--- src/srst_pkg.sv ---
// Constants and types shared by the system reset input control block
package srst_pkg;
  localparam int SRST_SYNC_STAGES = 2;
  localparam int SRST_STRAP_W = 4;
  localparam logic [31:0] SRST_RESET_VECTOR = 32'h0000_0000;
  localparam logic [7:0] SRST_STATUS_DEFAULT = 8'hD3;
  localparam logic [SRST_STRAP_W-1:0] SRST_STRAP_DEFAULT = 4'h0;
  localparam int SRST_CLK_MHZ = 20;
  localparam int SRST_MIN_PULSE_US = 92;
  localparam int SRST_MIN_PULSE_CYC = SRST_MIN_PULSE_US * SRST_CLK_MHZ;
  typedef enum logic [1:0] {
    SRST_HELD,
    SRST_FETCH,
    SRST_RUN
  } srst_state_t;
endpackage

--- src/srst_ctrl.sv ---
// System reset input control: synchronised reset, strap capture, boot fetch
// Notes on behaviour
// RL1: The reset input is active low and resets internal logic at once, with no clock edge needed.
// RL2: While reset is held, every peripheral interface register is forced to its default.
// RL3: After release the first instruction fetch is taken from address zero.
// RL4: The same reset also initialises the debug test access port controller.
// RL5: Boot configuration straps are sampled while reset is applied, for use after release.
// RL6: Assertion may be at any time, but release takes effect only in step with the clock.
// RL7: The external source holds reset low at least 92 us for each pulse.
// RL8: Asserting reset halts the instruction in progress at once, regardless of the clock.
// RL9: Reset defines only the program counter and the status register of the processor.
// RL10: At power-up the source holds reset until supplies and the slow oscillator are stable.
// RL11: The source also asserts reset on falling supply or brownout.
// RL12: Cold and user resets share one signal; user resets may be shorter than cold ones.
// RL13: Release passes at least two flip-flops, set asynchronously on assertion.
`timescale 1ns/100ps
`default_nettype none
module srst_ctrl
  import srst_pkg::*;
(
  input wire logic i_clk,
  input wire logic i_system_reset_in_n,
  input wire logic [SRST_STRAP_W-1:0] i_boot_strap,
  output logic o_periph_rst_n,
  output logic o_tap_rst_n,
  output logic o_cpu_halt,
  output logic o_fetch_zero,
  output logic [31:0] o_pc_init,
  output logic [7:0] o_status_init,
  output logic [SRST_STRAP_W-1:0] o_boot_strap,
  output logic o_short_pulse
);
  logic rst_n;
  logic [SRST_STRAP_W-1:0] strap_m;
  logic [SRST_STRAP_W-1:0] strap_s;
  logic [SRST_STRAP_W-1:0] strap;
  logic [SRST_STRAP_W-1:0] next_strap;
  srst_state_t state;
  srst_state_t next_state;
  logic [15:0] low_cnt;
  logic [15:0] next_low_cnt;
  logic short_pulse;
  logic next_short_pulse;
  logic seen_low;

  // RL6 clock-aligned release
  srst_sync u_sync (
    .i_clk(i_clk),
    .i_system_reset_in_n(i_system_reset_in_n),
    .o_rst_n(rst_n)
  );

  // RL2 peripheral defaults while held
  assign o_periph_rst_n = rst_n;
  // RL4 debug port reset too
  assign o_tap_rst_n = rst_n;
  // RL8 halt without clock
  assign o_cpu_halt = !i_system_reset_in_n || (state == SRST_HELD);

  // Straps pass two flops before capture
  // Not reset by the pin, or the capture would see only the default
  always_ff @(posedge i_clk) begin
    strap_m <= i_boot_strap;
    strap_s <= strap_m;
  end

  // RL5 capture while reset still internal
  always_comb begin
    next_strap = strap;
    if (!rst_n) begin
      next_strap = strap_s;
    end
  end

  always_ff @(posedge i_clk) begin
    strap <= next_strap;
  end

  // RL3 boot sequencer
  always_comb begin
    next_state = state;
    unique case (state)
      SRST_HELD: begin
        next_state = SRST_FETCH;
      end
      SRST_FETCH: begin
        next_state = SRST_RUN;
      end
      SRST_RUN: begin
        next_state = SRST_RUN;
      end
    endcase
  end

  // RL1 asynchronous entry to held state
  always_ff @(posedge i_clk or negedge rst_n) begin
    if (!rst_n) begin
      state <= SRST_HELD;
    end else begin
      state <= next_state;
    end
  end

  assign o_fetch_zero = (state == SRST_FETCH);
  // RL9 only program counter and status defined
  assign o_pc_init = SRST_RESET_VECTOR;
  assign o_status_init = SRST_STATUS_DEFAULT;
  assign o_boot_strap = strap;

  // RL7 flags pulses under the minimum width
  // Counting runs on the clock while the synchronised reset rst_n is low; a stopped clock gives no count.
  always_comb begin
    next_low_cnt = low_cnt;
    next_short_pulse = short_pulse;
    if (!rst_n) begin
      if (low_cnt != 16'hFFFF) begin
        next_low_cnt = low_cnt + 16'h0001;
      end
    end else begin
      if (seen_low) begin
        next_short_pulse = (low_cnt < 16'(SRST_MIN_PULSE_CYC));
      end
      next_low_cnt = 16'h0000;
    end
  end

  always_ff @(posedge i_clk) begin
    low_cnt <= next_low_cnt;
    short_pulse <= next_short_pulse;
  end

  assign seen_low = (low_cnt != 16'h0000);
  assign o_short_pulse = short_pulse;
endmodule
`default_nettype wire

--- src/srst_sync.sv ---
// Reset release synchroniser: asynchronous assert, clocked release
`timescale 1ns/100ps
`default_nettype none
module srst_sync
  import srst_pkg::*;
(
  input wire logic i_clk,
  input wire logic i_system_reset_in_n,
  output logic o_rst_n
);
  logic [SRST_SYNC_STAGES-1:0] stage;
  logic [SRST_SYNC_STAGES-1:0] next_stage;

  always_comb begin
    next_stage = {stage[SRST_SYNC_STAGES-2:0], 1'b1};
  end

  // RL13 two-flop release chain
  always_ff @(posedge i_clk or negedge i_system_reset_in_n) begin
    if (!i_system_reset_in_n) begin
      stage <= '0;
    end else begin
      stage <= next_stage;
    end
  end

  assign o_rst_n = stage[SRST_SYNC_STAGES-1];
endmodule
`default_nettype wire

--- config.mk ---
export PLATFORM = sky130hd
export DESIGN_NAME = srst_ctrl
export DESIGN_NICKNAME = d
export VERILOG_FILES = /design/src/srst_pkg.sv /design/src/srst_ctrl.sv /design/src/srst_sync.sv
export SDC_FILE = /design/constraint.sdc
export NUM_CORES = 1
export LEC_CHECK = 0
export BUFFER_PORTS_ARGS = -buffer_cell sky130_fd_sc_hd__buf_2
export CAP_MARGIN = 25
export CELL_PAD_IN_SITES_DETAIL_PLACEMENT = 1
export CELL_PAD_IN_SITES_GLOBAL_PLACEMENT = 2
export CORE_AREA = 2 2 83 85
export DETAILED_ROUTE_END_ITERATION = 6
export DIE_AREA = 0 0 85 87
export GPL_ROUTABILITY_DRIVEN = 0
export PLACE_DENSITY_LB_ADDON = 0.1
export SLEW_MARGIN = 40
export SYNTH_ARGS = -nofsm -noshare
export SYNTH_HDL_FRONTEND = slang
export SYNTH_SLANG_ARGS = --single-unit
--- constraint.sdc ---
create_clock -name i_clk -period 0.92 [get_ports i_clk]
set_clock_uncertainty 0.2 [all_clocks]
set_input_delay 0.046 -clock i_clk [delete_from_list [all_inputs] [get_ports i_clk]]
set_output_delay 0.046 -clock i_clk [all_outputs]
set_load 0.05 [all_outputs]
# After elaboration in Yosys (flattened, before gate mapping)

Cells that the tools add are included.

Register bits: 33
Bits of input ports: 6
Logic and storage cells: 19

Add/sub/neg operators: 1
Magnitude comparators: 1
Eq/ne operators: 3
Muxes and demuxes: 1
Reduce and logical (&&, ||, !) cells: 6

Operator list:

| cell                    | number |
|---|---|
| $add A16 B1 Y16 const B | 1 |
| $lt A16 B11 Y1 const B  | 1 |
| $ne A16 B16 Y1 const B  | 1 |
| $reduce_bool A16 Y1     | 1 |
| $pmux W2 S2             | 1 |
| $eq A2 B1 Y1 const B    | 1 |
| $eq A2 B2 Y1 const B    | 1 |
| $logic_not A2 Y1        | 1 |
| $reduce_and A2 Y1       | 1 |
| $reduce_or A2 Y1        | 1 |
| $logic_not A1 Y1        | 1 |
| $logic_or A1 B1 Y1      | 1 |

# Longest topological paths before layout

Gate-level depths: netlist (run 1).

Word-level depth: 3
Mapped depth: 6

# By module

From an unflattened synthesis (run 1), not the netlist that was laid out.

Cell total of the unflattened synthesis: 183
Area, all modules: 1774.2 µm²

By module, submodules not included:

| module    | times used | cells an instance | area each (µm²) |
|---|---|---|---|
| srst_ctrl | 1          | 180               | 1720.4 |
| srst_sync | 1          | 3                 | 53.8 |

# Worst setup path before layout (run 1)

OpenSTA, ideal clock, no wires.

Path type: reg2reg
Start point: reg low_cnt[1]
End point: reg low_cnt[1]
Arrival: 1.466 ns
Setup slack: -0.873 ns
Stages on the path, launching flop included: 7
Path buffers: 1
Cell sequence: dfxtp_1 > ha_1 > nand3_1 > nor4_4 > buf_6 > mux2i_1 > nor2_1

Cells in the longest elaborated chain, start to end: 1

RTL lines:

| element                                           | line                               | text |
|---|---|---|
| from (decl)                                       | srst_ctrl.sv:40                    | `logic [15:0] low_cnt;` |
| from (signal assigned)                            | srst_ctrl.sv:128                   | `low_cnt <= next_low_cnt;` |
| $add A16 B1 Y16 or $ne A16 B16 Y1 (tied branches) | srst_ctrl.sv:117, srst_ctrl.sv:116 |  |

Several ways; a longest one is shown, not always the timed one.
A chain may end at the register's enable or synchronous reset.

# Worst setup path after layout (run 1)

Start point: reg low_cnt[1]
End point: reg low_cnt[11]

The elaborated chain is that of the path after synthesis.

==> summary.txt, run 1 <==
hpwl dp - 3080 µm
Post-CTS Hold Fix Bufs - 5
Psw - 1.14 mW
CTS tree - yes
clk sinks - 33
standard-cell rows - 30
Comb power frac - 0.197
number of synthesized flops with an enable pin - 5
LEAKAGE - 1.19 nW
Wirelength per Cell - 13.7 µm
multi-input logic area - 923 µm²
WL final - 4480 µm
clock slew at reported path FFs - 0.08 ns
drt drc - 0
most area-hungry cell type in the Yosys netlist - dfxtp_1
CTS max path bufs - 2
r2r setup slk - -0.85 ns
cell-by-cell trace of the critical path - ha_4, nand3_4, nor4_4, buf_4, nor4_2, mux2_2
Total Nets Final - 256
top area cells in the synthesized netlist - dfxtp_1 29%, buf_4 19%, edfxtp_1 9.2%
Critical Path End Type - flip-flop
Synth async-reset ratio - 0.121
Layout area overhead - 63.5%
initial antenna violation count - 0
worst-path maximum fanout - 4
maximum vdd ir drop - 0.809 mV
H-tree depth - 2
gr ovfl total - 0
Crit-path slowest cell - mux2_2
reg2reg start - low_cnt[1]
slowest stage delay, CP - 0.37 ns
P_int - 2.49 mW
largest net degree at the start of global routing - 13
DRT Pass-1 Iters - 4
syn_area_per_cell - 9.59 µm²
crit path time final - 1.77 ns
Synth Register Bits - 33
CP required - 0.90 ns
Root Buffer - clkbuf_8
pre-CTS setup slack - -0.815 ns
num ports - 55
vias per inst - 4.04
status - finished with violations
Reg2Reg Depth - 6
chip height - 87 µm
clock latency at the later pin of the worst-skew pair - 0.29 ns
Die Wd - 85 µm
initial core utilization - 0.250
Final Hold Fails - 2
Iteration-0 DRC Markers - 41
Buf/Inv on CP - 1
sequential power share - 0.421
vias in the first global route - 1374
Cell Pwr Density - 1350 mW/mm²
Tot GR Track Use - 0.116
Hold WC Path Type - input port to asynchronous set/reset pin
clock network power share - 0.382
final setup fails - 33
synth cell count leaders - 41 x buf_4, 24 x dfxtp_1, 12 x inv_1
core region area - 0.00657 mm²
port bufs - 14
Worst path top cell family by delay - simple AND/OR/NAND/NOR gates
Min Hold Slack - -0.0747 ns
fmax - 566 MHz
distinct cell type count after synthesis - 35
crit start category - flip-flop
CTS buffer count - 5
register area share after synthesis - 0.445
Worst EP arrival - 1.75 ns
Max Cap Viol - 0
die area - 0.00740 mm²
most frequent cell after synthesis - buf_4
share of post-route cells with drive strength above 1 - 0.547
sequential cell area - 772 µm²
failing checks - hold timing, setup timing
Cells after Synth - 171
yosys warns - 0
Reg-to-Reg End - low_cnt[11]
ANT nets after route - 0
worst setup margin - -0.847 ns
Worst Path Class, Setup - flip-flop to flip-flop
first-pass GRT wire length - 6710 µm
switching fraction of total power - 0.315
RSZ-0062 raised after global routing - true
Inserted Diodes - 0
Mapped Area - 0.00164 mm²
prevailing post-synth register cell - dfxtp_1
max-slew violation count - 0
Via Count - 1322
filler cell count - 741
top-area cell type share of the netlist area - 0.293
period utilization - 1.92
[final cells by class]
class	instances	share of cell area
flip-flops and latches	33	0.288
clock buffers	5	0.0257
well taps	80	0.0373
inverters	12	0.0205
multi-input cells	120	0.344
repair buffers	74	0.267
clock inverters	3	0.0173
[sequential cells by signal, indices dropped and copies added (netlist names)]
signal and flops:
low_cnt 16, strap_m 4, strap_s 4, o_short_pulse 1
o_boot_strap 4, state 2, u_sync.stage 2
[cell families (layout without fill, tap and decap cells)]
group / after synthesis / in the layout / share of synthesized area
flip-flops: 33 / 33 / 0.445
AO/OA/AOI/OAI: 21 / 21 / 0.0740
buffers and inverters: 57 / 94 / 0.229
AND/OR/NAND/NOR: 47 / 47 / 0.174
multiplexers: 5 / 5 / 0.0320
XOR/XNOR: 2 / 2 / 0.0107
other: 2 / 41 / 0.00458
adder cells (fa/ha/maj): 4 / 4 / 0.0305
[what timing repair did]
item                       in CTS  in global routing
gates resized for setup        62                 27
cloned                          0                  1
pin swaps                       9                 17
setup endpoints to repair      33                 33
setup buffers                   4                  9
hold endpoints to repair        6                  2
[cells in the final DEF, fill, tap and decap left out, types with 2 or more instances in the layout]
cell type,n
conb_1,41
buf_4,38
buf_6,17
nor2_1,9
dfxtp_4,8
dfxtp_2,8
dfxtp_1,8
inv_1,6
nand2_1,6
a21oi_2,6
nor4_4,6
clkbuf_8,5
dlygate4sd3_1,5
buf_2,5
edfxtp_1,5
o21ai_1,4
ha_4,4
buf_8,4
buf_12,4
inv_2,3
nor4_2,3
nand4_1,3
a31oi_1,3
mux2i_1,3
dfrtp_1,3
inv_4,2
nor2_2,2
nand3_4,2
nand3_1,2
o21a_1,2
nor3_2,2
a21oi_1,2
o31ai_1,2
or4_4,2
or3_4,2
[metal layers]
layer,routed length (µm),vias to the layer above,track usage
met5,0,-,0
met4,42,0,0.0332
met3,148,5,0.0360
met1,1750,646,0.130
met2,2530,25,0.212
li1,-,646,-
[metrics by stage]
step	std cells	TNS, ns	instance area (µm²)	total power [mW]	utilization
3_3_place_gp	301	-14.30	2060	2.16	0.313
4_1_cts	317	-16.62	2470	3.69	0.377
5_1_grt	327	-18.33	2680	3.79	0.408
2_1_floorplan	210	-12.68	1920	2.20	-
3_5_place_dp	301	-14.87	2060	2.16	0.313
6_report	327	-16.67	2680	3.63	0.408
[power by group through the flow]
stage,Combinational (mW),Clock [mW],Sequential (mW)
2_1_floorplan,0.574,0,1.62
3_3_place_gp,0.592,0,1.56
3_5_place_dp,0.595,0,1.57
4_1_cts,0.699,1.45,1.54
5_1_grt,0.752,1.51,1.53
6_report,0.715,1.38,1.53
[worst max-delay path by stage]
| stage | start | to | slack [ns] | cells past startpoint |
|---|---|---|---|---|
| 6_report | low_cnt[1] | low_cnt[11] | -0.85 | 6 |
| 5_1_grt | low_cnt[8] | low_cnt[1] | -0.89 | 6 |
| 4_1_cts | low_cnt[1] | low_cnt[11] | -0.80 | 4 |
| 3_5_place_dp | low_cnt[11] | low_cnt[5] | -0.81 | 5 |
| 3_3_place_gp | low_cnt[14] | o_short_pulse | -0.84 | 4 |
| 2_1_floorplan | low_cnt[1] | low_cnt[5] | -0.70 | 4 |
No activity file was read; power rests on OpenSTA's default activity.
==> run 2: changes to the inputs <==
==> constraint.sdc (replaced) <==
create_clock -name i_clk -period 0.92 [get_ports i_clk]
set_clock_uncertainty 0.2 [all_clocks]
set_input_delay 0.138 -clock i_clk [delete_from_list [all_inputs] [get_ports i_clk]]
set_output_delay 0.138 -clock i_clk [all_outputs]
set_load 0.05 [all_outputs]
==> run 2 against run 1 <==
The flow finishes with violations (setup timing). Cell count up 0.92%. Sequential share of layout area down 0.31 points. Worst hold slack better by 0.17 ns. Global-route usage up 0.51 points. First-iteration DRC count down 56%. Count of clock-buffer cells in the layout unchanged. Critical endpoint is now low_cnt[9]. Largest cell class unchanged.
==> summary.txt, run 2 (synthesis results as in run 1) <==
status - finished with violations
failing checks - setup timing
fin cells - 330
Cell Area, Placed - 0.00208 mm²
CTS tree - yes
Post-Route Utilization - 0.411
switching fraction of total power - 0.318
Iteration-0 DRC Markers - 18
Biggest register - low_cnt
CTS buffer count - 5
worst setup margin - -0.868 ns
Largest register FFs - 16
RSZ-0062 raised after global routing - true
Die Wd - 85 µm
Cell Pwr Density - 1330 mW/mm²
H-tree depth - 2
worst setup path startpoint - low_cnt[0]
setup TNS - -18.00 ns
ANT nets after route - 0
final setup fails - 33
Worst EP arrival - 1.76 ns
core region area - 0.00657 mm²
cell-by-cell trace of the critical path - ha_4, nand3_4, nor4_4, buf_4, nor4_4, mux2_2
Crit-path slowest cell - dfxtp_4
clk sinks - 33
chip height - 87 µm
Critical Path End Type - flip-flop
most common cell after layout, fill and taps aside - conb_1
Hold WC Path Type - input port to asynchronous set/reset pin
drt drc - 0
P_int - 2.45 mW
sequential power share - 0.427
Wirelength per Cell - 13.4 µm
CP required - 0.89 ns
standard-cell rows - 30
Comb power frac - 0.186
pre-CTS setup slack - -0.938 ns
port bufs - 14
CTS max path bufs - 2
Min Hold Slack - 0.0987 ns
total power draw - 3.60 mW
filler cell count - 737
gr ovfl total - 0
crit start category - flip-flop
vias in the first global route - 1406
Inserted Diodes - 0
maximum vdd ir drop - 0.841 mV
Most common cell on crit path - nor4_4
vias per inst - 4.09
crit path time final - 1.79 ns
share of post-route cells with drive strength above 1 - 0.556
worst-path maximum fanout - 4
clock slew at reported path FFs - 0.07 ns
slowest stage delay, CP - 0.38 ns
num ports - 55
largest net degree at the start of global routing - 13
clock latency at the later pin of the worst-skew pair - 0.28 ns
clock network power share - 0.387
max-slew violation count - 0
Total Nets Final - 259
Root Buffer - clkbuf_8
Worst Path Class, Setup - flip-flop to flip-flop
period utilization - 1.94
initial antenna violation count - 0
Max Cap Viol - 0
Reg-to-Reg End - low_cnt[9]
Reg2Reg Depth - 6
initial core utilization - 0.250
LEAKAGE - 1.20 nW
most frequent cells in the layout - 41 x conb_1, 40 x buf_4, 22 x buf_6
fmax - 559 MHz
hpwl dp - 3120 µm
Final Hold Fails - 0
DRT Pass-1 Iters - 2
Tot GR Track Use - 0.121
r2r setup slk - -0.87 ns
design area - 0.00270 mm²
first-pass GRT wire length - 6880 µm
Via Count - 1350
WL final - 4410 µm
Psw - 1.15 mW
reg2reg start - low_cnt[0]
die area - 0.00740 mm²
Layout area overhead - 64.5%
placed insts - 304
-- run 2: worst max-delay path, delay by kind of cell (launching register included) --
kind / cells / cell delay (ns)
fa+ha+maj: 1 / 0.15
flops: 1 / 0.38
buf+inv: 1 / 0.21
mux: 1 / 0.26
simple gates: 3 / 0.48
-- run 2: timing repair --
item	in CTS	in global routing
gates resized for setup	69	17
cloned	0	0
setup buffers	9	6
hold buffers	5	0
pin swaps	20	10
hold endpoints to repair	6	0
endpoints found under the setup margin	33	33
-- run 2: layer usage --
| metal | GRT usage | routed length [µm] | vias up |
|---|---|---|---|
| li1 | - | - | 654 |
| met1 | 0.131 | 1810 | 661 |
| met2 | 0.234 | 2410 | 33 |
| met3 | 0.0351 | 177 | 2 |
| met4 | 0.0260 | 13 | 0 |
| met5 | 0 | 0 | - |
-- run 2: worst max path at each step --
stage | cells after the start | end | slack (ns)
finish | 6 | low_cnt[9] | -0.87
global route | 6 | low_cnt[9] | -0.93
floorplan | 4 | low_cnt[5] | -0.70
detailed placement | 5 | low_cnt[11] | -0.94
global placement | 6 | low_cnt[11] | -0.92
CTS | 5 | low_cnt[11] | -0.83
-- run 2: layout make-up --
type | count | area (µm²) | area share
multi-input combinational | 120 | 962 | 0.357
tap | 80 | 100 | 0.0371
clock inverter | 3 | 46.3 | 0.0172
clock buffer | 5 | 68.8 | 0.0255
inverter | 12 | 50.0 | 0.0185
sequential | 33 | 768 | 0.285
timing repair buffer | 77 | 703 | 0.261
-- run 2: power groups by stage --
| stage | logic [mW] | clock network (mW) | registers (mW) |
|---|---|---|---|
| final | 0.670 | 1.39 | 1.54 |
| after global routing | 0.697 | 1.52 | 1.54 |
| after CTS | 0.654 | 1.43 | 1.54 |
| after detailed placement | 0.578 | 0 | 1.57 |
| after global placement | 0.576 | 0 | 1.57 |
| after floorplan | 0.574 | 0 | 1.62 |
==> run 3: changes to the inputs <==
--- a/config.mk
+++ b/config.mk
@@ -5,15 +5,17 @@
 export SDC_FILE = /design/constraint.sdc
 export NUM_CORES = 1
 export LEC_CHECK = 0
+export ABC_AREA = 1
 export BUFFER_PORTS_ARGS = -buffer_cell sky130_fd_sc_hd__buf_2
 export CAP_MARGIN = 25
 export CELL_PAD_IN_SITES_DETAIL_PLACEMENT = 1
 export CELL_PAD_IN_SITES_GLOBAL_PLACEMENT = 2
-export CORE_AREA = 2 2 83 85
+export CORE_AREA = 2 2 87 89
 export DETAILED_ROUTE_END_ITERATION = 6
-export DIE_AREA = 0 0 85 87
+export DIE_AREA = 0 0 89 91
 export GPL_ROUTABILITY_DRIVEN = 0
 export PLACE_DENSITY_LB_ADDON = 0.1
+export SKIP_LAST_GASP = 1
 export SLEW_MARGIN = 40
 export SYNTH_ARGS = -nofsm -noshare
 export SYNTH_HDL_FRONTEND = slang
==> run 3 against run 2 <==
The run still ends with setup timing left. Power rose by 1.2%. Worst setup slack improved by 0.31 ns. Clock power rose by 5%. Synthesized cell count rose by 29%. Non-clock buffer count fell by 9. Via count rose by 13%. Global-route usage fell by 0.20 points. Worst hold slack got worse by 0.0034 ns. Area after synthesis rose by 6.1%. Critical endpoint is now low_cnt[8].
==> summary.txt, run 3 <==
final setup fails - 33
synth cell count leaders - 41 x buf_4, 39 x nand2_1, 30 x inv_1
multi-input logic area - 921 µm²
syn_area_per_cell - 7.88 µm²
Critical Path End Type - flip-flop
maximum vdd ir drop - 1.05 mV
Mapped Area - 0.00174 mm²
top-area cell type share of the netlist area - 0.276
distinct cell type count after synthesis - 25
Cells after Synth - 221
r2r setup slk - -0.56 ns
Hold WC Path Type - input port to asynchronous set/reset pin
status - finished with violations
Die Wd - 89 µm
initial core utilization - 0.244
worst setup margin - -0.559 ns
top area cells in the synthesized netlist - dfxtp_1 28%, buf_4 18%, edfxtp_1 8.6%
H-tree depth - 2
CTS max path bufs - 2
most frequent cell after synthesis - buf_4
port bufs - 14
num ports - 55
Iteration-0 DRC Markers - 28
reg2reg start - low_cnt[0]
filler cell count - 877
Inserted Diodes - 0
cell-by-cell trace of the critical path - ha_4, inv_4, nor2_4, nand2_4, inv_6, buf_12, nand2_8, a31oi_1
worst-path maximum fanout - 7
Max Cap Viol - 0
clock latency at the later pin of the worst-skew pair - 0.29 ns
Crit-path slowest cell - dfxtp_4
Biggest register - low_cnt
number of synthesized flops with an enable pin - 5
LEAKAGE - 1.22 nW
WL final - 4560 µm
DRT Pass-1 Iters - 4
CP required - 0.93 ns
CTS tree - yes
Via Count - 1525
slowest stage delay, CP - 0.38 ns
hpwl dp - 3260 µm
initial antenna violation count - 0
Min Hold Slack - 0.0954 ns
clk sinks - 33
Wirelength per Cell - 11.6 µm
Tot GR Track Use - 0.119
crit path time final - 1.48 ns
Root Buffer - clkbuf_8
Final Hold Fails - 0
first-pass GRT wire length - 7450 µm
core region area - 0.00714 mm²
share of post-route cells with drive strength above 1 - 0.464
Reg2Reg Depth - 8
failing checks - setup timing
most area-hungry cell type in the Yosys netlist - dfxtp_1
gr ovfl total - 0
yosys warns - 0
Largest register FFs - 16
Cell Pwr Density - 1360 mW/mm²
CTS buffer count - 5
Synth Register Bits - 33
total power draw - 3.64 mW
crit start category - flip-flop
most common cell after layout, fill and taps aside - buf_4
clock slew at reported path FFs - 0.07 ns
register area share after synthesis - 0.420
standard-cell rows - 31
vias per inst - 3.87
sequential cell area - 766 µm²
Total Nets Final - 304
prevailing post-synth register cell - dfxtp_1
die area - 0.00810 mm²
Reg-to-Reg End - low_cnt[8]
Synth async-reset ratio - 0.121
fmax - 676 MHz
drt drc - 0
largest net degree at the start of global routing - 16
Worst Path Class, Setup - flip-flop to flip-flop
Worst EP arrival - 1.49 ns
chip height - 91 µm
most frequent cells in the layout - 43 x buf_4, 41 x conb_1, 33 x nand2_1
period utilization - 1.61
max-slew violation count - 0
ANT nets after route - 0
vias in the first global route - 1581
RSZ-0062 raised after global routing - true
Layout area overhead - 53.5%
## run 3: cell count changes after synthesis, moves of 3 or more
cell	previous run	this run
a21oi_1	8	4
a31oi_1	3	7
clkbuf_1	3	0
inv_1	12	30
mux2i_1	3	0
nand2_1	6	39
nand2_2	0	4
nand3_1	4	16
nor2_1	11	16
nor2_2	0	3
nor4_1	9	1
## run 3: logic make-up (layout without fill, tap and decap cells)
| logic type | Yosys count | after routing | synth area share |
|---|---|---|---|
| DFF | 33 | 33 | 0.420 |
| buffers and inverters | 76 | 110 | 0.257 |
| other | 2 | 41 | 0.00432 |
| adders and majority gates | 4 | 4 | 0.0288 |
| and+or+nand+nor | 88 | 89 | 0.231 |
| AOI/OAI and AO/OA | 18 | 18 | 0.0590 |
## run 3: what timing repair did
item / in CTS / in global routing
gates resized for setup: 44 / 40
setup buffers: 2 / 5
hold endpoints to repair: 6 / 0
hold buffers: 5 / 0
pin swaps: 8 / 10
endpoints found under the setup margin: 33 / 33
cloned: 1 / 1
## run 3: worst max-delay path: cells and delay by family, from the launching register on
family                   cells  cell delay (ns)
flip-flops                   1             0.38
adder cells (fa/ha/maj)      1             0.16
AO/OA/AOI/OAI                1             0.17
buffers and inverters        3             0.24
AND/OR/NAND/NOR              3             0.25
## run 3: worst max path at each step
stage                    startpoint       endpoint  depth (start not counted)
global route             low_cnt[6]    low_cnt[10]                          9
CTS                      low_cnt[1]    low_cnt[10]                          9
detailed placement       low_cnt[1]    low_cnt[14]                          8
finish                   low_cnt[0]     low_cnt[8]                          8
global placement         low_cnt[0]    low_cnt[14]                          8
floorplan           u_sync.stage[1]  o_short_pulse                          3
## run 3: per-layer routing
metal | GRT usage | vias to the layer above | routed length, µm
met5 | 0 | - | 0
met3 | 0.0264 | 8 | 179
li1 | - | 766 | -
met2 | 0.200 | 34 | 2210
met4 | 0.0410 | 0 | 66
met1 | 0.149 | 717 | 2110
## run 3: layout make-up
class | instances | share of cell area
clock buffers | 6 | 0.0309
repair buffers | 68 | 0.218
inverters | 33 | 0.0557
multi-input cells | 152 | 0.345
flip-flops and latches | 33 | 0.287
clock inverters | 2 | 0.0141
well taps | 99 | 0.0464
repair inverters | 1 | 0.00328
## run 3: report_power, final
| part | switching (mW) | internal, mW |
|---|---|---|
| sequential | 0.0296 | 1.50 |
| clock | 0.582 | 0.881 |
| combinational | 0.516 | 0.132 |
## run 3: stage by stage
step           worst slack [ns]  setup TNS, ns  std cells  cell area [µm²]   util
6_report                 -0.559         -12.67        394             2670  0.374
5_1_grt                  -0.675         -15.00        394             2670  0.374
4_1_cts                  -0.564         -13.28        389             2500  0.350
3_5_place_dp             -0.625         -11.07        373             2150  0.302
3_3_place_gp             -0.626         -11.24        373             2150  0.302
2_1_floorplan            -0.483          -9.08        260             1970      -
